--- config.mk ---
export PLATFORM = sky130hd
export DESIGN_NAME = tpo_regs
export DESIGN_NICKNAME = d
export VERILOG_FILES = /design/src/verilog/tpo_regs.v
export VERILOG_INCLUDE_DIRS = /design/src /design/src/verilog
export SDC_FILE = /design/constraint.sdc
export NUM_CORES = 1
export LEC_CHECK = 0
export BUFFER_PORTS_ARGS = -buffer_cell sky130_fd_sc_hd__buf_2
export CAP_MARGIN = 10
export CELL_PAD_IN_SITES_DETAIL_PLACEMENT = 1
export CELL_PAD_IN_SITES_GLOBAL_PLACEMENT = 2
export CORE_MARGIN = 5
export CORE_UTILIZATION = 28
export DETAILED_ROUTE_END_ITERATION = 16
export GPL_TIMING_DRIVEN = 0
export PLACE_DENSITY_LB_ADDON = 0.3
export SETUP_SLACK_MARGIN = 0.3
export SYNTH_ARGS = -nofsm -noshare
export SYNTH_HDL_FRONTEND = slang
export SYNTH_HIERARCHICAL = 1
export SYNTH_SLANG_ARGS = --single-unit
--- constraint.sdc ---
create_clock -name sys_clk_in -period 2.1 [get_ports sys_clk_in]
set_input_delay 0.105 -clock sys_clk_in [delete_from_list [all_inputs] [get_ports sys_clk_in]]
set_output_delay 0.105 -clock sys_clk_in [all_outputs]
set_load 0.1 [all_outputs]
--- src/verilog/tpo_map.vh ---
// Functional notes
// - Current pointer readable, low and high registers.
// - Current pointer follows loads and justifications.
// - Writable ten-bit forced pointer, resets to zero.
// - Pointer load makes forced pointer the current.
// - Force transient sends forced value in pointer.
// - Spare-bit field copied into every sent pointer.
// - Flag pattern sent on load or flag enable.
// - Trace register sent when port, buffer disabled.
// - Signal label resets 13h, sent when port off.
// - Spare status bits from register when selected.
// - Aux remote defect bit follows its control bit.
// - Remote defect is control bit OR input pin.
// - Source select or enable pin overrides defect bits.
// - Error count field sent, then cleared automatically.
// - Nonzero software count replaces derived B3 count.
// - Nonzero count on read means still pending.
// - User channel register sent when port disabled.
// - Pointer load bit clears itself once loaded.
// - Normal flag 0110 outside load frame or forcing.
// - Pointer above 782 sent, timing keeps last valid.
`ifndef TPO_MAP_VH
`define TPO_MAP_VH

`define TPO_IDX_CUR_LO      8'h43
`define TPO_IDX_CUR_HI      8'h44
`define TPO_IDX_FRC_LO      8'h45
`define TPO_IDX_FRC_HI      8'h46
`define TPO_IDX_TRACE       8'h47
`define TPO_IDX_LABEL       8'h48
`define TPO_IDX_STATUS      8'h49
`define TPO_IDX_USER        8'h4a
`define TPO_IDX_PTR_CTRL    8'h41
`define TPO_IDX_SRC_CTRL    8'h42

`define TPO_BIT_FTP         6
`define TPO_BIT_LOAD        4
`define TPO_BIT_FLAG_EN     3
`define TPO_BIT_DEC         2
`define TPO_BIT_INC         1
`define TPO_BIT_SRC_STATUS  0
`define TPO_BIT_SRC_TRACE   1

`define TPO_RST_FRC_HI      8'h90
`define TPO_RST_LABEL       8'h13
`define TPO_FLAG_NORMAL     4'h6
`define TPO_PTR_MAX         10'h30e

`define TPO_SEL_J1          2'h0
`define TPO_SEL_C2          2'h1
`define TPO_SEL_G1          2'h2
`define TPO_SEL_F2          2'h3

`endif

--- src/verilog/tpo_regs.v ---
`timescale 1ns/1ps
`include "tpo_map.vh"

module tpo_regs (
   input  wire        sys_clk_in,
   input  wire        reset_in,
   input  wire        hsel_in,
   input  wire [31:0] haddr_in,
   input  wire [1:0]  htrans_in,
   input  wire        hwrite_in,
   input  wire [2:0]  hsize_in,
   input  wire [31:0] hwdata_in,
   input  wire        hready_in,
   output wire [31:0] hrdata_out,
   output wire        hreadyout_out,
   output wire        hresp_out,
   input  wire        frame_start_in,
   input  wire        poh_bit_strobe_in,
   input  wire [1:0]  poh_byte_sel_in,
   input  wire [2:0]  poh_bit_idx_in,
   input  wire        trace_buffer_bit_in,
   input  wire [3:0]  b3_error_count_in,
   input  wire        overhead_serial_input_in,
   input  wire        overhead_insert_enable_input_in,
   input  wire        remote_defect_input_in,
   input  wire        new_data_flag_pattern_input_in,
   output wire [15:0] pointer_word_out,
   output wire [9:0]  timing_pointer_out,
   output wire        overhead_bit_out
);

   // ----------------------------------------------------------------
   // Pin synchronisers
   // ----------------------------------------------------------------
   // The pins come from another clock, so each passes two flip-flops.
   // This costs two cycles of latency against the bit strobe.
   wire poh_serial;
   wire poh_enable;
   wire rdi_pin;
   wire flag_pin;

   tpo_sync2 u_sync_serial (
      .sys_clk_in (sys_clk_in),
      .reset_in   (reset_in),
      .pin_in     (overhead_serial_input_in),
      .pin_out    (poh_serial)
   );

   tpo_sync2 u_sync_enable (
      .sys_clk_in (sys_clk_in),
      .reset_in   (reset_in),
      .pin_in     (overhead_insert_enable_input_in),
      .pin_out    (poh_enable)
   );

   tpo_sync2 u_sync_defect (
      .sys_clk_in (sys_clk_in),
      .reset_in   (reset_in),
      .pin_in     (remote_defect_input_in),
      .pin_out    (rdi_pin)
   );

   tpo_sync2 u_sync_flag (
      .sys_clk_in (sys_clk_in),
      .reset_in   (reset_in),
      .pin_in     (new_data_flag_pattern_input_in),
      .pin_out    (flag_pin)
   );

   // ----------------------------------------------------------------
   // Bus address phase
   // ----------------------------------------------------------------
   reg        wr_pend_r;
   reg [7:0]  wr_idx_r;
   reg        rd_wait_r;
   reg [7:0]  rd_idx_r;
   reg [7:0]  rdata_r;

   wire       take = hsel_in & htrans_in[1] & hready_in;
   wire [7:0] addr_idx = haddr_in[9:2];

   // Reads insert one wait state so a write just ahead is visible.
   assign hreadyout_out = ~rd_wait_r;
   assign hresp_out     = 1'b0;
   // Only the low byte of a word holds a register; the rest reads zero.
   assign hrdata_out    = {24'h0000_00, rdata_r};

   always @(posedge sys_clk_in) begin
      if (reset_in) begin
         wr_pend_r <= 1'b0;
         wr_idx_r  <= 8'h00;
         rd_wait_r <= 1'b0;
         rd_idx_r  <= 8'h00;
      end else begin
         wr_pend_r <= take & hwrite_in;
         rd_wait_r <= take & ~hwrite_in;
         if (take) begin
            wr_idx_r <= addr_idx;
            rd_idx_r <= addr_idx;
         end
      end
   end

   // Writes land at the end of their data phase, when hwdata stands.
   wire [7:0] wd = hwdata_in[7:0];
   wire wr_ptr_ctrl = wr_pend_r & (wr_idx_r == `TPO_IDX_PTR_CTRL);
   wire wr_src_ctrl = wr_pend_r & (wr_idx_r == `TPO_IDX_SRC_CTRL);
   wire wr_frc_lo   = wr_pend_r & (wr_idx_r == `TPO_IDX_FRC_LO);
   wire wr_frc_hi   = wr_pend_r & (wr_idx_r == `TPO_IDX_FRC_HI);
   wire wr_trace    = wr_pend_r & (wr_idx_r == `TPO_IDX_TRACE);
   wire wr_label    = wr_pend_r & (wr_idx_r == `TPO_IDX_LABEL);
   wire wr_status   = wr_pend_r & (wr_idx_r == `TPO_IDX_STATUS);
   wire wr_user     = wr_pend_r & (wr_idx_r == `TPO_IDX_USER);

   // ----------------------------------------------------------------
   // Register file
   // ----------------------------------------------------------------
   reg [7:0] frc_lo_r;
   reg [7:0] frc_hi_r;
   reg [7:0] trace_r;
   reg [7:0] label_r;
   reg [3:0] febe_r;
   reg [3:0] status_lo_r;
   reg [7:0] user_r;
   reg       ftp_r;
   reg       flag_en_r;
   reg       load_req_r;
   reg       inc_req_r;
   reg       dec_req_r;
   reg [1:0] src_r;

   wire [9:0] forced_pointer_value = {frc_hi_r[1:0], frc_lo_r};
   wire [3:0] new_data_flag_pattern = frc_hi_r[7:4];
   wire [1:0] spare_bits = frc_hi_r[3:2];

   // ----------------------------------------------------------------
   // Pointer generator
   // ----------------------------------------------------------------
   reg  [9:0]  current_pointer_r;
   reg  [9:0]  timing_ptr_r;
   reg  [15:0] ptr_word_r;
   reg         febe_done_r;

   // A load outranks a justification in the same frame.
   wire load_now = frame_start_in & load_req_r;
   wire inc_now  = frame_start_in & ~load_req_r & inc_req_r;
   wire dec_now  = frame_start_in & ~load_req_r & ~inc_req_r & dec_req_r;

   reg [9:0] cur_nxt;
   reg [9:0] tim_nxt;

   always @* begin
      cur_nxt = current_pointer_r;
      tim_nxt = timing_ptr_r;
      if (load_now) begin
         cur_nxt = forced_pointer_value;
         // An out-of-range load is sent, but timing keeps the old offset.
         if (forced_pointer_value <= `TPO_PTR_MAX)
            tim_nxt = forced_pointer_value;
      end else if (inc_now) begin
         // Justifications wrap around the valid range of offsets.
         if (current_pointer_r >= `TPO_PTR_MAX)
            cur_nxt = 10'h000;
         else
            cur_nxt = current_pointer_r + 10'h001;
         tim_nxt = cur_nxt;
      end else if (dec_now) begin
         if (current_pointer_r == 10'h000 ||
             current_pointer_r > `TPO_PTR_MAX)
            cur_nxt = `TPO_PTR_MAX;
         else
            cur_nxt = current_pointer_r - 10'h001;
         tim_nxt = cur_nxt;
      end
   end

   // The pin and the enable bit both hold the programmed flag on.
   wire flag_forced = flag_en_r | flag_pin;
   wire [3:0] flag_sel = (load_now | flag_forced) ?
                         new_data_flag_pattern :
                         `TPO_FLAG_NORMAL;
   wire [9:0] ptr_sel  = ftp_r ? forced_pointer_value : cur_nxt;

   always @(posedge sys_clk_in) begin
      if (reset_in) begin
         current_pointer_r <= 10'h000;
         timing_ptr_r      <= 10'h000;
         ptr_word_r        <= {`TPO_FLAG_NORMAL, 12'h000};
      end else begin
         current_pointer_r <= cur_nxt;
         timing_ptr_r      <= tim_nxt;
         // The word is rebuilt only at a frame boundary, held in between.
         if (frame_start_in)
            ptr_word_r <= {flag_sel, spare_bits, ptr_sel};
      end
   end

   assign pointer_word_out   = ptr_word_r;
   assign timing_pointer_out = timing_ptr_r;

   // ----------------------------------------------------------------
   // Control and overhead registers
   // ----------------------------------------------------------------
   // A software write in the same cycle as a self-clear is kept.
   wire febe_clear = poh_bit_strobe_in &
                     (poh_byte_sel_in == `TPO_SEL_G1) &
                     (poh_bit_idx_in == 3'd4) &
                     ~(src_r[`TPO_BIT_SRC_STATUS] | poh_enable);

   always @(posedge sys_clk_in) begin
      if (reset_in) begin
         frc_lo_r    <= 8'h00;
         frc_hi_r    <= `TPO_RST_FRC_HI;
         trace_r     <= 8'h00;
         label_r     <= `TPO_RST_LABEL;
         febe_r      <= 4'h0;
         status_lo_r <= 4'h0;
         user_r      <= 8'h00;
         ftp_r       <= 1'b0;
         flag_en_r   <= 1'b0;
         load_req_r  <= 1'b0;
         inc_req_r   <= 1'b0;
         dec_req_r   <= 1'b0;
         src_r       <= 2'h0;
      end else begin
         if (wr_frc_lo)
            frc_lo_r <= wd;
         if (wr_frc_hi)
            frc_hi_r <= wd;
         if (wr_trace)
            trace_r <= wd;
         if (wr_label)
            label_r <= wd;
         if (wr_user)
            user_r <= wd;
         if (wr_src_ctrl)
            src_r <= wd[1:0];
         if (wr_status) begin
            febe_r      <= wd[7:4];
            status_lo_r <= wd[3:0];
         end else if (febe_clear) begin
            febe_r <= 4'h0;
         end
         if (wr_ptr_ctrl) begin
            ftp_r      <= wd[`TPO_BIT_FTP];
            flag_en_r  <= wd[`TPO_BIT_FLAG_EN];
            load_req_r <= wd[`TPO_BIT_LOAD];
            inc_req_r  <= wd[`TPO_BIT_INC];
            dec_req_r  <= wd[`TPO_BIT_DEC];
         end else begin
            if (load_now)
               load_req_r <= 1'b0;
            if (inc_now)
               inc_req_r <= 1'b0;
            if (dec_now)
               dec_req_r <= 1'b0;
         end
      end
   end

   // ----------------------------------------------------------------
   // Path overhead bit insertion
   // ----------------------------------------------------------------
   wire status_from_port = src_r[`TPO_BIT_SRC_STATUS] | poh_enable;
   // A non-zero software count beats the count derived from B3 errors.
   wire [3:0] febe_val   = (febe_r != 4'h0) ? febe_r :
                           b3_error_count_in;
   wire [7:0] status_byte = {febe_val,
                             status_lo_r[3] | rdi_pin,
                             status_lo_r[2],
                             status_lo_r[1:0]};

   reg oh_bit_r;
   reg oh_nxt;

   always @* begin
      // Without a strobe the last bit is held for the outgoing stream.
      oh_nxt = oh_bit_r;
      if (poh_bit_strobe_in) begin
         case (poh_byte_sel_in)
            `TPO_SEL_J1: begin
               // The serial port outranks the trace buffer.
               if (poh_enable)
                  oh_nxt = poh_serial;
               else if (src_r[`TPO_BIT_SRC_TRACE])
                  oh_nxt = trace_buffer_bit_in;
               else
                  oh_nxt = trace_r[poh_bit_idx_in];
            end
            `TPO_SEL_C2: begin
               oh_nxt = poh_enable ? poh_serial :
                        label_r[poh_bit_idx_in];
            end
            `TPO_SEL_G1: begin
               oh_nxt = status_from_port ? poh_serial :
                        status_byte[poh_bit_idx_in];
            end
            default: begin
               oh_nxt = poh_enable ? poh_serial :
                        user_r[poh_bit_idx_in];
            end
         endcase
      end
   end

   always @(posedge sys_clk_in) begin
      if (reset_in)
         oh_bit_r <= 1'b0;
      else
         oh_bit_r <= oh_nxt;
   end

   assign overhead_bit_out = oh_bit_r;

   // ----------------------------------------------------------------
   // Read-back
   // ----------------------------------------------------------------
   reg [7:0] rd_nxt;

   always @* begin
      // Pointer halves are read live, so software must re-read them.
      case (rd_idx_r)
         `TPO_IDX_CUR_LO:   rd_nxt = current_pointer_r[7:0];
         `TPO_IDX_CUR_HI:   rd_nxt = {6'h00, current_pointer_r[9:8]};
         `TPO_IDX_FRC_LO:   rd_nxt = frc_lo_r;
         `TPO_IDX_FRC_HI:   rd_nxt = frc_hi_r;
         `TPO_IDX_TRACE:    rd_nxt = trace_r;
         `TPO_IDX_LABEL:    rd_nxt = label_r;
         `TPO_IDX_STATUS:   rd_nxt = {febe_r, status_lo_r};
         `TPO_IDX_USER:     rd_nxt = user_r;
         `TPO_IDX_PTR_CTRL: rd_nxt = {1'b0, ftp_r, 1'b0, load_req_r, flag_en_r,
                                      dec_req_r, inc_req_r, 1'b0};
         `TPO_IDX_SRC_CTRL: rd_nxt = {6'h00, src_r};
         default:           rd_nxt = 8'h00;
      endcase
   end

   always @(posedge sys_clk_in) begin
      if (reset_in)
         rdata_r <= 8'h00;
      else if (rd_wait_r)
         rdata_r <= rd_nxt;
   end

endmodule

// ----------------------------------------------------------------
// Two-flop pin synchroniser
// ----------------------------------------------------------------
module tpo_sync2 (
   input  wire sys_clk_in,
   input  wire reset_in,
   input  wire pin_in,
   output wire pin_out
);

   // Only the second flip-flop feeds logic; the first may go metastable.
   reg meta_r;
   reg sync_r;

   always @(posedge sys_clk_in) begin
      if (reset_in) begin
         meta_r <= 1'b0;
         sync_r <= 1'b0;
      end else begin
         meta_r <= pin_in;
         sync_r <= meta_r;
      end
   end

   assign pin_out = sync_r;

endmodule

# After elaboration in Yosys (flattened, before gate mapping)
# Index checks and enable logic that the tools add are counted.
[word_totals]
output_inout_bits = 61
reg_bits = 118
latch_bits = 0
rom_bits = 0
memories = 0
ramBits = 0
[op_classes]
eq_ne = 14
reduce_logical = 10
n_div = 0
mul = 0
bitwise_logic = 29
n_addsub = 2
n_mux = 35
magnitude_cmp = 4
n_shift = 0
[op_table]
columns = ["cell", "n"]
rows = [
  ["10-bit 2-to-1 mux", 10],
  ["8-bit by 7-bit == test with 1-bit output, second input constant", 10],
  ["8-bit case mux with 10 select lines", 1],
  ["1-bit bitwise AND", 20],
  ["4-bit 2-to-1 mux", 4],
  ["1-bit 2-to-1 mux", 15],
  ["1-bit binary-select mux with 3-bit select", 4],
  ["10-bit by 1-bit adder with 10-bit output, second input constant", 1],
  ["10-bit greater-or-equal comparator, second input constant", 1],
  ["10-bit > comparator, second input constant", 1],
  ["10-bit less-or-equal comparator, second input constant", 1],
  ["10-bit logical NOT", 1],
  ["10-bit by 1-bit subtractor with 10-bit output, second input constant", 1],
  ["2-bit nonzero test", 4],
  ["1-bit inverter", 5],
  ["3-bit by 4-bit less-than comparator with 1-bit output, second input constant", 1],
  ["1-bit bitwise OR", 4],
  ["4-bit nonzero test", 1],
  ["3-bit == test, second input constant", 1],
  ["1-bit case mux with 3 select lines", 1],
  ["3-bit nonzero test", 1],
  ["2-bit by 1-bit == test with 1-bit output, second input constant", 1],
  ["2-bit == test, second input constant", 1],
  ["2-bit logical NOT", 1],
  ["3 further kinds", 3],
]

# Logic depth before layout (Yosys ltp)
[depth]
word_depth = 8
depth_mapped = 10
ltp_nobuf = 8

# Modules after synthesis
# The synthesis kept the hierarchy.
[by_module_without_submodules]
columns = ["mod", "instances", "cells_per_inst", "area_per_inst_um2"]
rows = [
  ["tpo_regs", 1, 727, 5987.0],
  ["tpo_sync2", 4, 4, 52.6],
]

# Least setup slack after synthesis
# OpenSTA, ideal clock, no wires.
[synth_timing]
path_type = "reg-to-reg"
from = "register current_pointer_r[0]"
to = "register ptr_word_r[9], in the netlist pointer_word_out[9]"
path_stages_with_launch = 10
period_less_slack_ns = 2.066
setup_time_ns = 0.128
required_ns = 1.972
n_path_buf = 1
slack_ns = 0.034
arrival_time_ns = 1.937
cell_sequence = "dfxtp_1 > clkbuf_1 > inv_1 > ha_1 > nor3b_2 > nand3_1 > nor4b_1 > nor3_2 > nor3_1 > o41ai_2"
[synth_via]
elab_chain_len = 7
[synth_rtl]
columns = ["element", "line", "text"]
rows = [
  ["from (decl)", "tpo_regs.v:139", "reg [9:0] current_pointer_r;"],
  ["from (signal assigned)", "tpo_regs.v:190", "current_pointer_r <= cur_nxt;"],
  ["10-bit > comparator (no source line) / 10-bit logical NOT (equally long branches)", "--", ""],
  ["1-bit logical OR (no source line)", "--", ""],
  ["10-bit 2-to-1 mux", "tpo_regs.v:168", "if (current_pointer_r == 10'h000 ||"],
  ["10-bit 2-to-1 mux", "tpo_regs.v:167", "end else if (dec_now) begin"],
  ["10-bit 2-to-1 mux (*)", "tpo_regs.v:160", "end else if (inc_now) begin"],
  ["10-bit 2-to-1 mux (*)", "tpo_regs.v:155", "if (load_now) begin"],
  ["10-bit 2-to-1 mux (*)", "tpo_regs.v:182", "wire [9:0] ptr_sel = ftp_r ? forced_pointer_value : cur_nxt;"],
  ["to (signal assigned)", "tpo_regs.v:188", "ptr_word_r <= {`TPO_FLAG_NORMAL, 12'h000};"],
  ["to (signal assigned)", "tpo_regs.v:194", "ptr_word_r <= {flag_sel, spare_bits, ptr_sel};"],
  ["to (decl)", "tpo_regs.v:141", "reg [15:0] ptr_word_r;"],
]
# Every way passes the cells marked *; elsewhere a longest branch is shown, timed or not.
# A chain may end at the register's enable or synchronous reset.

==> flow_metrics.tcl <==
set metrics [dict create \
    finalPower_w 0.00590 \
    wl_per_cell_um 21.8 \
    arrival_ns 2.31 \
    synth_edf_count 0 \
    antenna_found_initial 0 \
    leakage_nw 3.69 \
    hold_end "frc_hi_r[5]" \
    multi_input_area_um2 4340 \
    dp_slack_ns -0.604 \
    drtIter0Drc 436 \
    grt_pass1_wl_um 39100 \
    area_growth_pct 50.1 \
    r2r_cells 6 \
    htreeDepth 4 \
    port_buffers 71 \
    layout_common_cells "dfxtp_1, buf_2, nand2_1, nor2_1, buf_4" \
    num_io_pins 151 \
    hold_depth 3 \
    layout_commonest_cell "dfxtp_1" \
    diodes 0 \
    synth.avg_cell_area_um2 8.34 \
    finalClockSkew_ns 0.00743 \
    status "completed" \
    timing.rr.start "rd_idx_r[7]" \
    r2r_end "status_lo_r[2]" \
    power_density_nw_per_um2 634 \
    hp-start "hwdata_in[5]" \
    viasPerCell 5.23 \
    core-area_um2 21800 \
    cts_buffer_depth 2 \
    pwr-share-comb_pct 10.1 \
    r2r_slack_ns 0.08 \
    gr-total-overflow 0 \
    period_needed_ns 2.02 \
    place_hpwl_um 17700 \
    synthArstFlopShare_pct 0 \
    setup_viol_count_final 0 \
    grt_pass1_vias 6527 \
    worstMarginPinSlew_ns 0.856 \
    fp.dieW_um 159 \
    clk_pin_slew_ns 0.06 \
    vdd_drop_max_mv 0.466 \
    swShare_pct 26.2 \
    drv_cap 0 \
    worst-setup-path-type "flip-flop to flip-flop" \
    initial_utilization_pct 28.4 \
    grt.total_usage_pct 19.8 \
    clock-sinks 118 \
    seq_area_um2 2380 \
    vias 6338 \
    ys_types 72 \
    hp-class "input pin to flip-flop" \
    hold_viol 0 \
    synth-seq-area-share_pct 38.1 \
    die-area_um2 25200 \
    critPathRequiredTime_ns 2.39 \
    final_max_slew_viol_count 0 \
    switching_power_w 0.00154 \
    grt_start_max_net_pins 17 \
    startpoint_type "flip-flop" \
    fmax_mhz 494 \
    cp-end-kind "flip-flop" \
    root_buffer "clkbuf_16" \
    synth_area_um2 6200 \
    slew_headroom_pct 42.9 \
    layout-drive-gt1-share_pct 42.0 \
    syn_inst 743 \
    final_nets 1013 \
    synth_seq_cells 118 \
    route.detailed.drc 0 \
    power_frac_seq_pct 38.4 \
    power.internal_w 0.00435 \
    die_h_um 159 \
    postLayoutSetupSlackWorst_ns 0.0764 \
    synth_warnings 6 \
    totalWireLength_um 26400 \
    antenna_left 0 \
    critPathMaxFanout 6 \
    cts_tree "built" \
    clock_power_share_pct 51.5 \
    place.gp.congestion 0.876 \
    rows 54 \
    yosys_most_used_dff "dfxtp_1" \
    nFillCells 2535 \
    cts_inserted_buffers 17 \
    drt-pass1-iter-count 5 \
    fin_crit_sh_pct 96.4 \
    rsz0062_at_grt "yes" \
    worstSkewPairLatency_ns 0.42 \
]
## routing by layer
metal,GRT usage (%),vias to the layer above,part of all wire [%]
li1,-,2962,-
met1,26.6,3152,46
met2,31.4,193,47
met3,3.58,31,4.5
met4,7.59,0,1.9
met5,0,-,0
## power groups by stage
stage / sequential, W / combinational, W / clock (W)
4_1_cts: 0.00227 / 0.000582 / 0.00307
6_report: 0.00227 / 0.000596 / 0.00303
5_1_grt: 0.00227 / 0.000623 / 0.00317
3_3_place_gp: 0.00231 / 0.000537 / 0
2_1_floorplan: 0.00234 / 0.000366 / 0
3_5_place_dp: 0.00231 / 0.000536 / 0
## cell usage after synthesis (11+ instances only)
cell | count | share of area [%]
nand2_1 | 100 | 6.1
clkbuf_1 | 35 | 2.1
nand3_1 | 32 | 2.6
dfxtp_1 | 118 | 38
mux2i_1 | 38 | 6.1
nor2_1 | 76 | 4.6
nor2b_1 | 18 | 1.8
a21oi_1 | 51 | 4.1
o21ai_0 | 42 | 3.4
buf_4 | 26 | 3.1
buf_2 | 15 | 1.2
a31oi_1 | 11 | 1.1
and3_1 | 13 | 1.3
## worst max-delay path, stage by stage, from the launching register on
cell and delay, ns:
dfxtp_2 0.31, or4b_4 0.57, nor3b_4 0.32, and3_1 0.22, buf_6 0.14, mux2i_1 0.24
nor2_1 0.08
## logic make-up after synthesis
family	Yosys count	share of synthesized area, %
simple gates	296	23.8
compound gates	172	17.7
flops	118	38.1
buf+inv	88	7.45
mux	52	10.4
xor+xnor	13	1.84
fa+ha+maj	3	0.606
other cells	1	0.0605
## final cells by class
type,count,share of cell area (%)
buffer,80,6.39
multi-input combinational,561,46.7
sequential,118,25.6
clock inverter,9,1.34
tap,280,3.77
inverter,8,0.417
clock buffer,22,5.10
timing repair buffer,134,10.7
## worst max-delay path by stage
| stage | end | start | depth (start not counted) | slack (ns) |
|---|---|---|---|---|
| floorplan | pointer_word_out[9] | current_pointer_r[1] | 7 | 0.25 |
| global placement | timing_pointer_out[0] | load_req_r | 6 | -0.52 |
| detailed placement | timing_pointer_out[8] | load_req_r | 6 | -0.60 |
| CTS | timing_pointer_out[9] | load_req_r | 7 | 0.13 |
| global route | pointer_word_out[9] | current_pointer_r[1] | 7 | -0.009 |
| finish | status_lo_r[2] | rd_idx_r[7] | 6 | 0.08 |
## timing repair
action	in CTS	in global routing
buffers inserted	32	10
hold buffers	18	0
cloned	3	0
endpoints found under the hold margin	18	0
endpoints found under the setup margin	98	98
resized for setup	173	131
pin swaps	59	86
## through the flow
stage	TNS (ns)	instances	utilization, %	instance area [um^2]	hold slack (ns)
finish	0	1212	42.6	9300	0.0516
global route	-0.00867	1212	42.6	9300	0.0356
CTS	0	1202	40.1	8740	0.0273
detailed placement	-14.46	1118	32.3	7050	0.306
global placement	-12.39	1118	32.3	7050	0.311
floorplan	0	767	-	6340	0.177
## state kept, by name, summed over array words and instances (netlist names), 2 cells and up
| register | flops |
|---|---|
| timing_pointer_out | 10 |
| rd_idx_r | 8 |
| frc_hi_r | 8 |
| pointer_word_out | 16 |
| rdata_r | 8 |
| src_r | 2 |
| febe_r | 4 |
| status_lo_r | 4 |
| trace_r | 8 |
| user_r | 8 |
| frc_lo_r | 8 |
| current_pointer_r | 10 |
| label_r | 8 |
(Power assumes the default switching activity.)
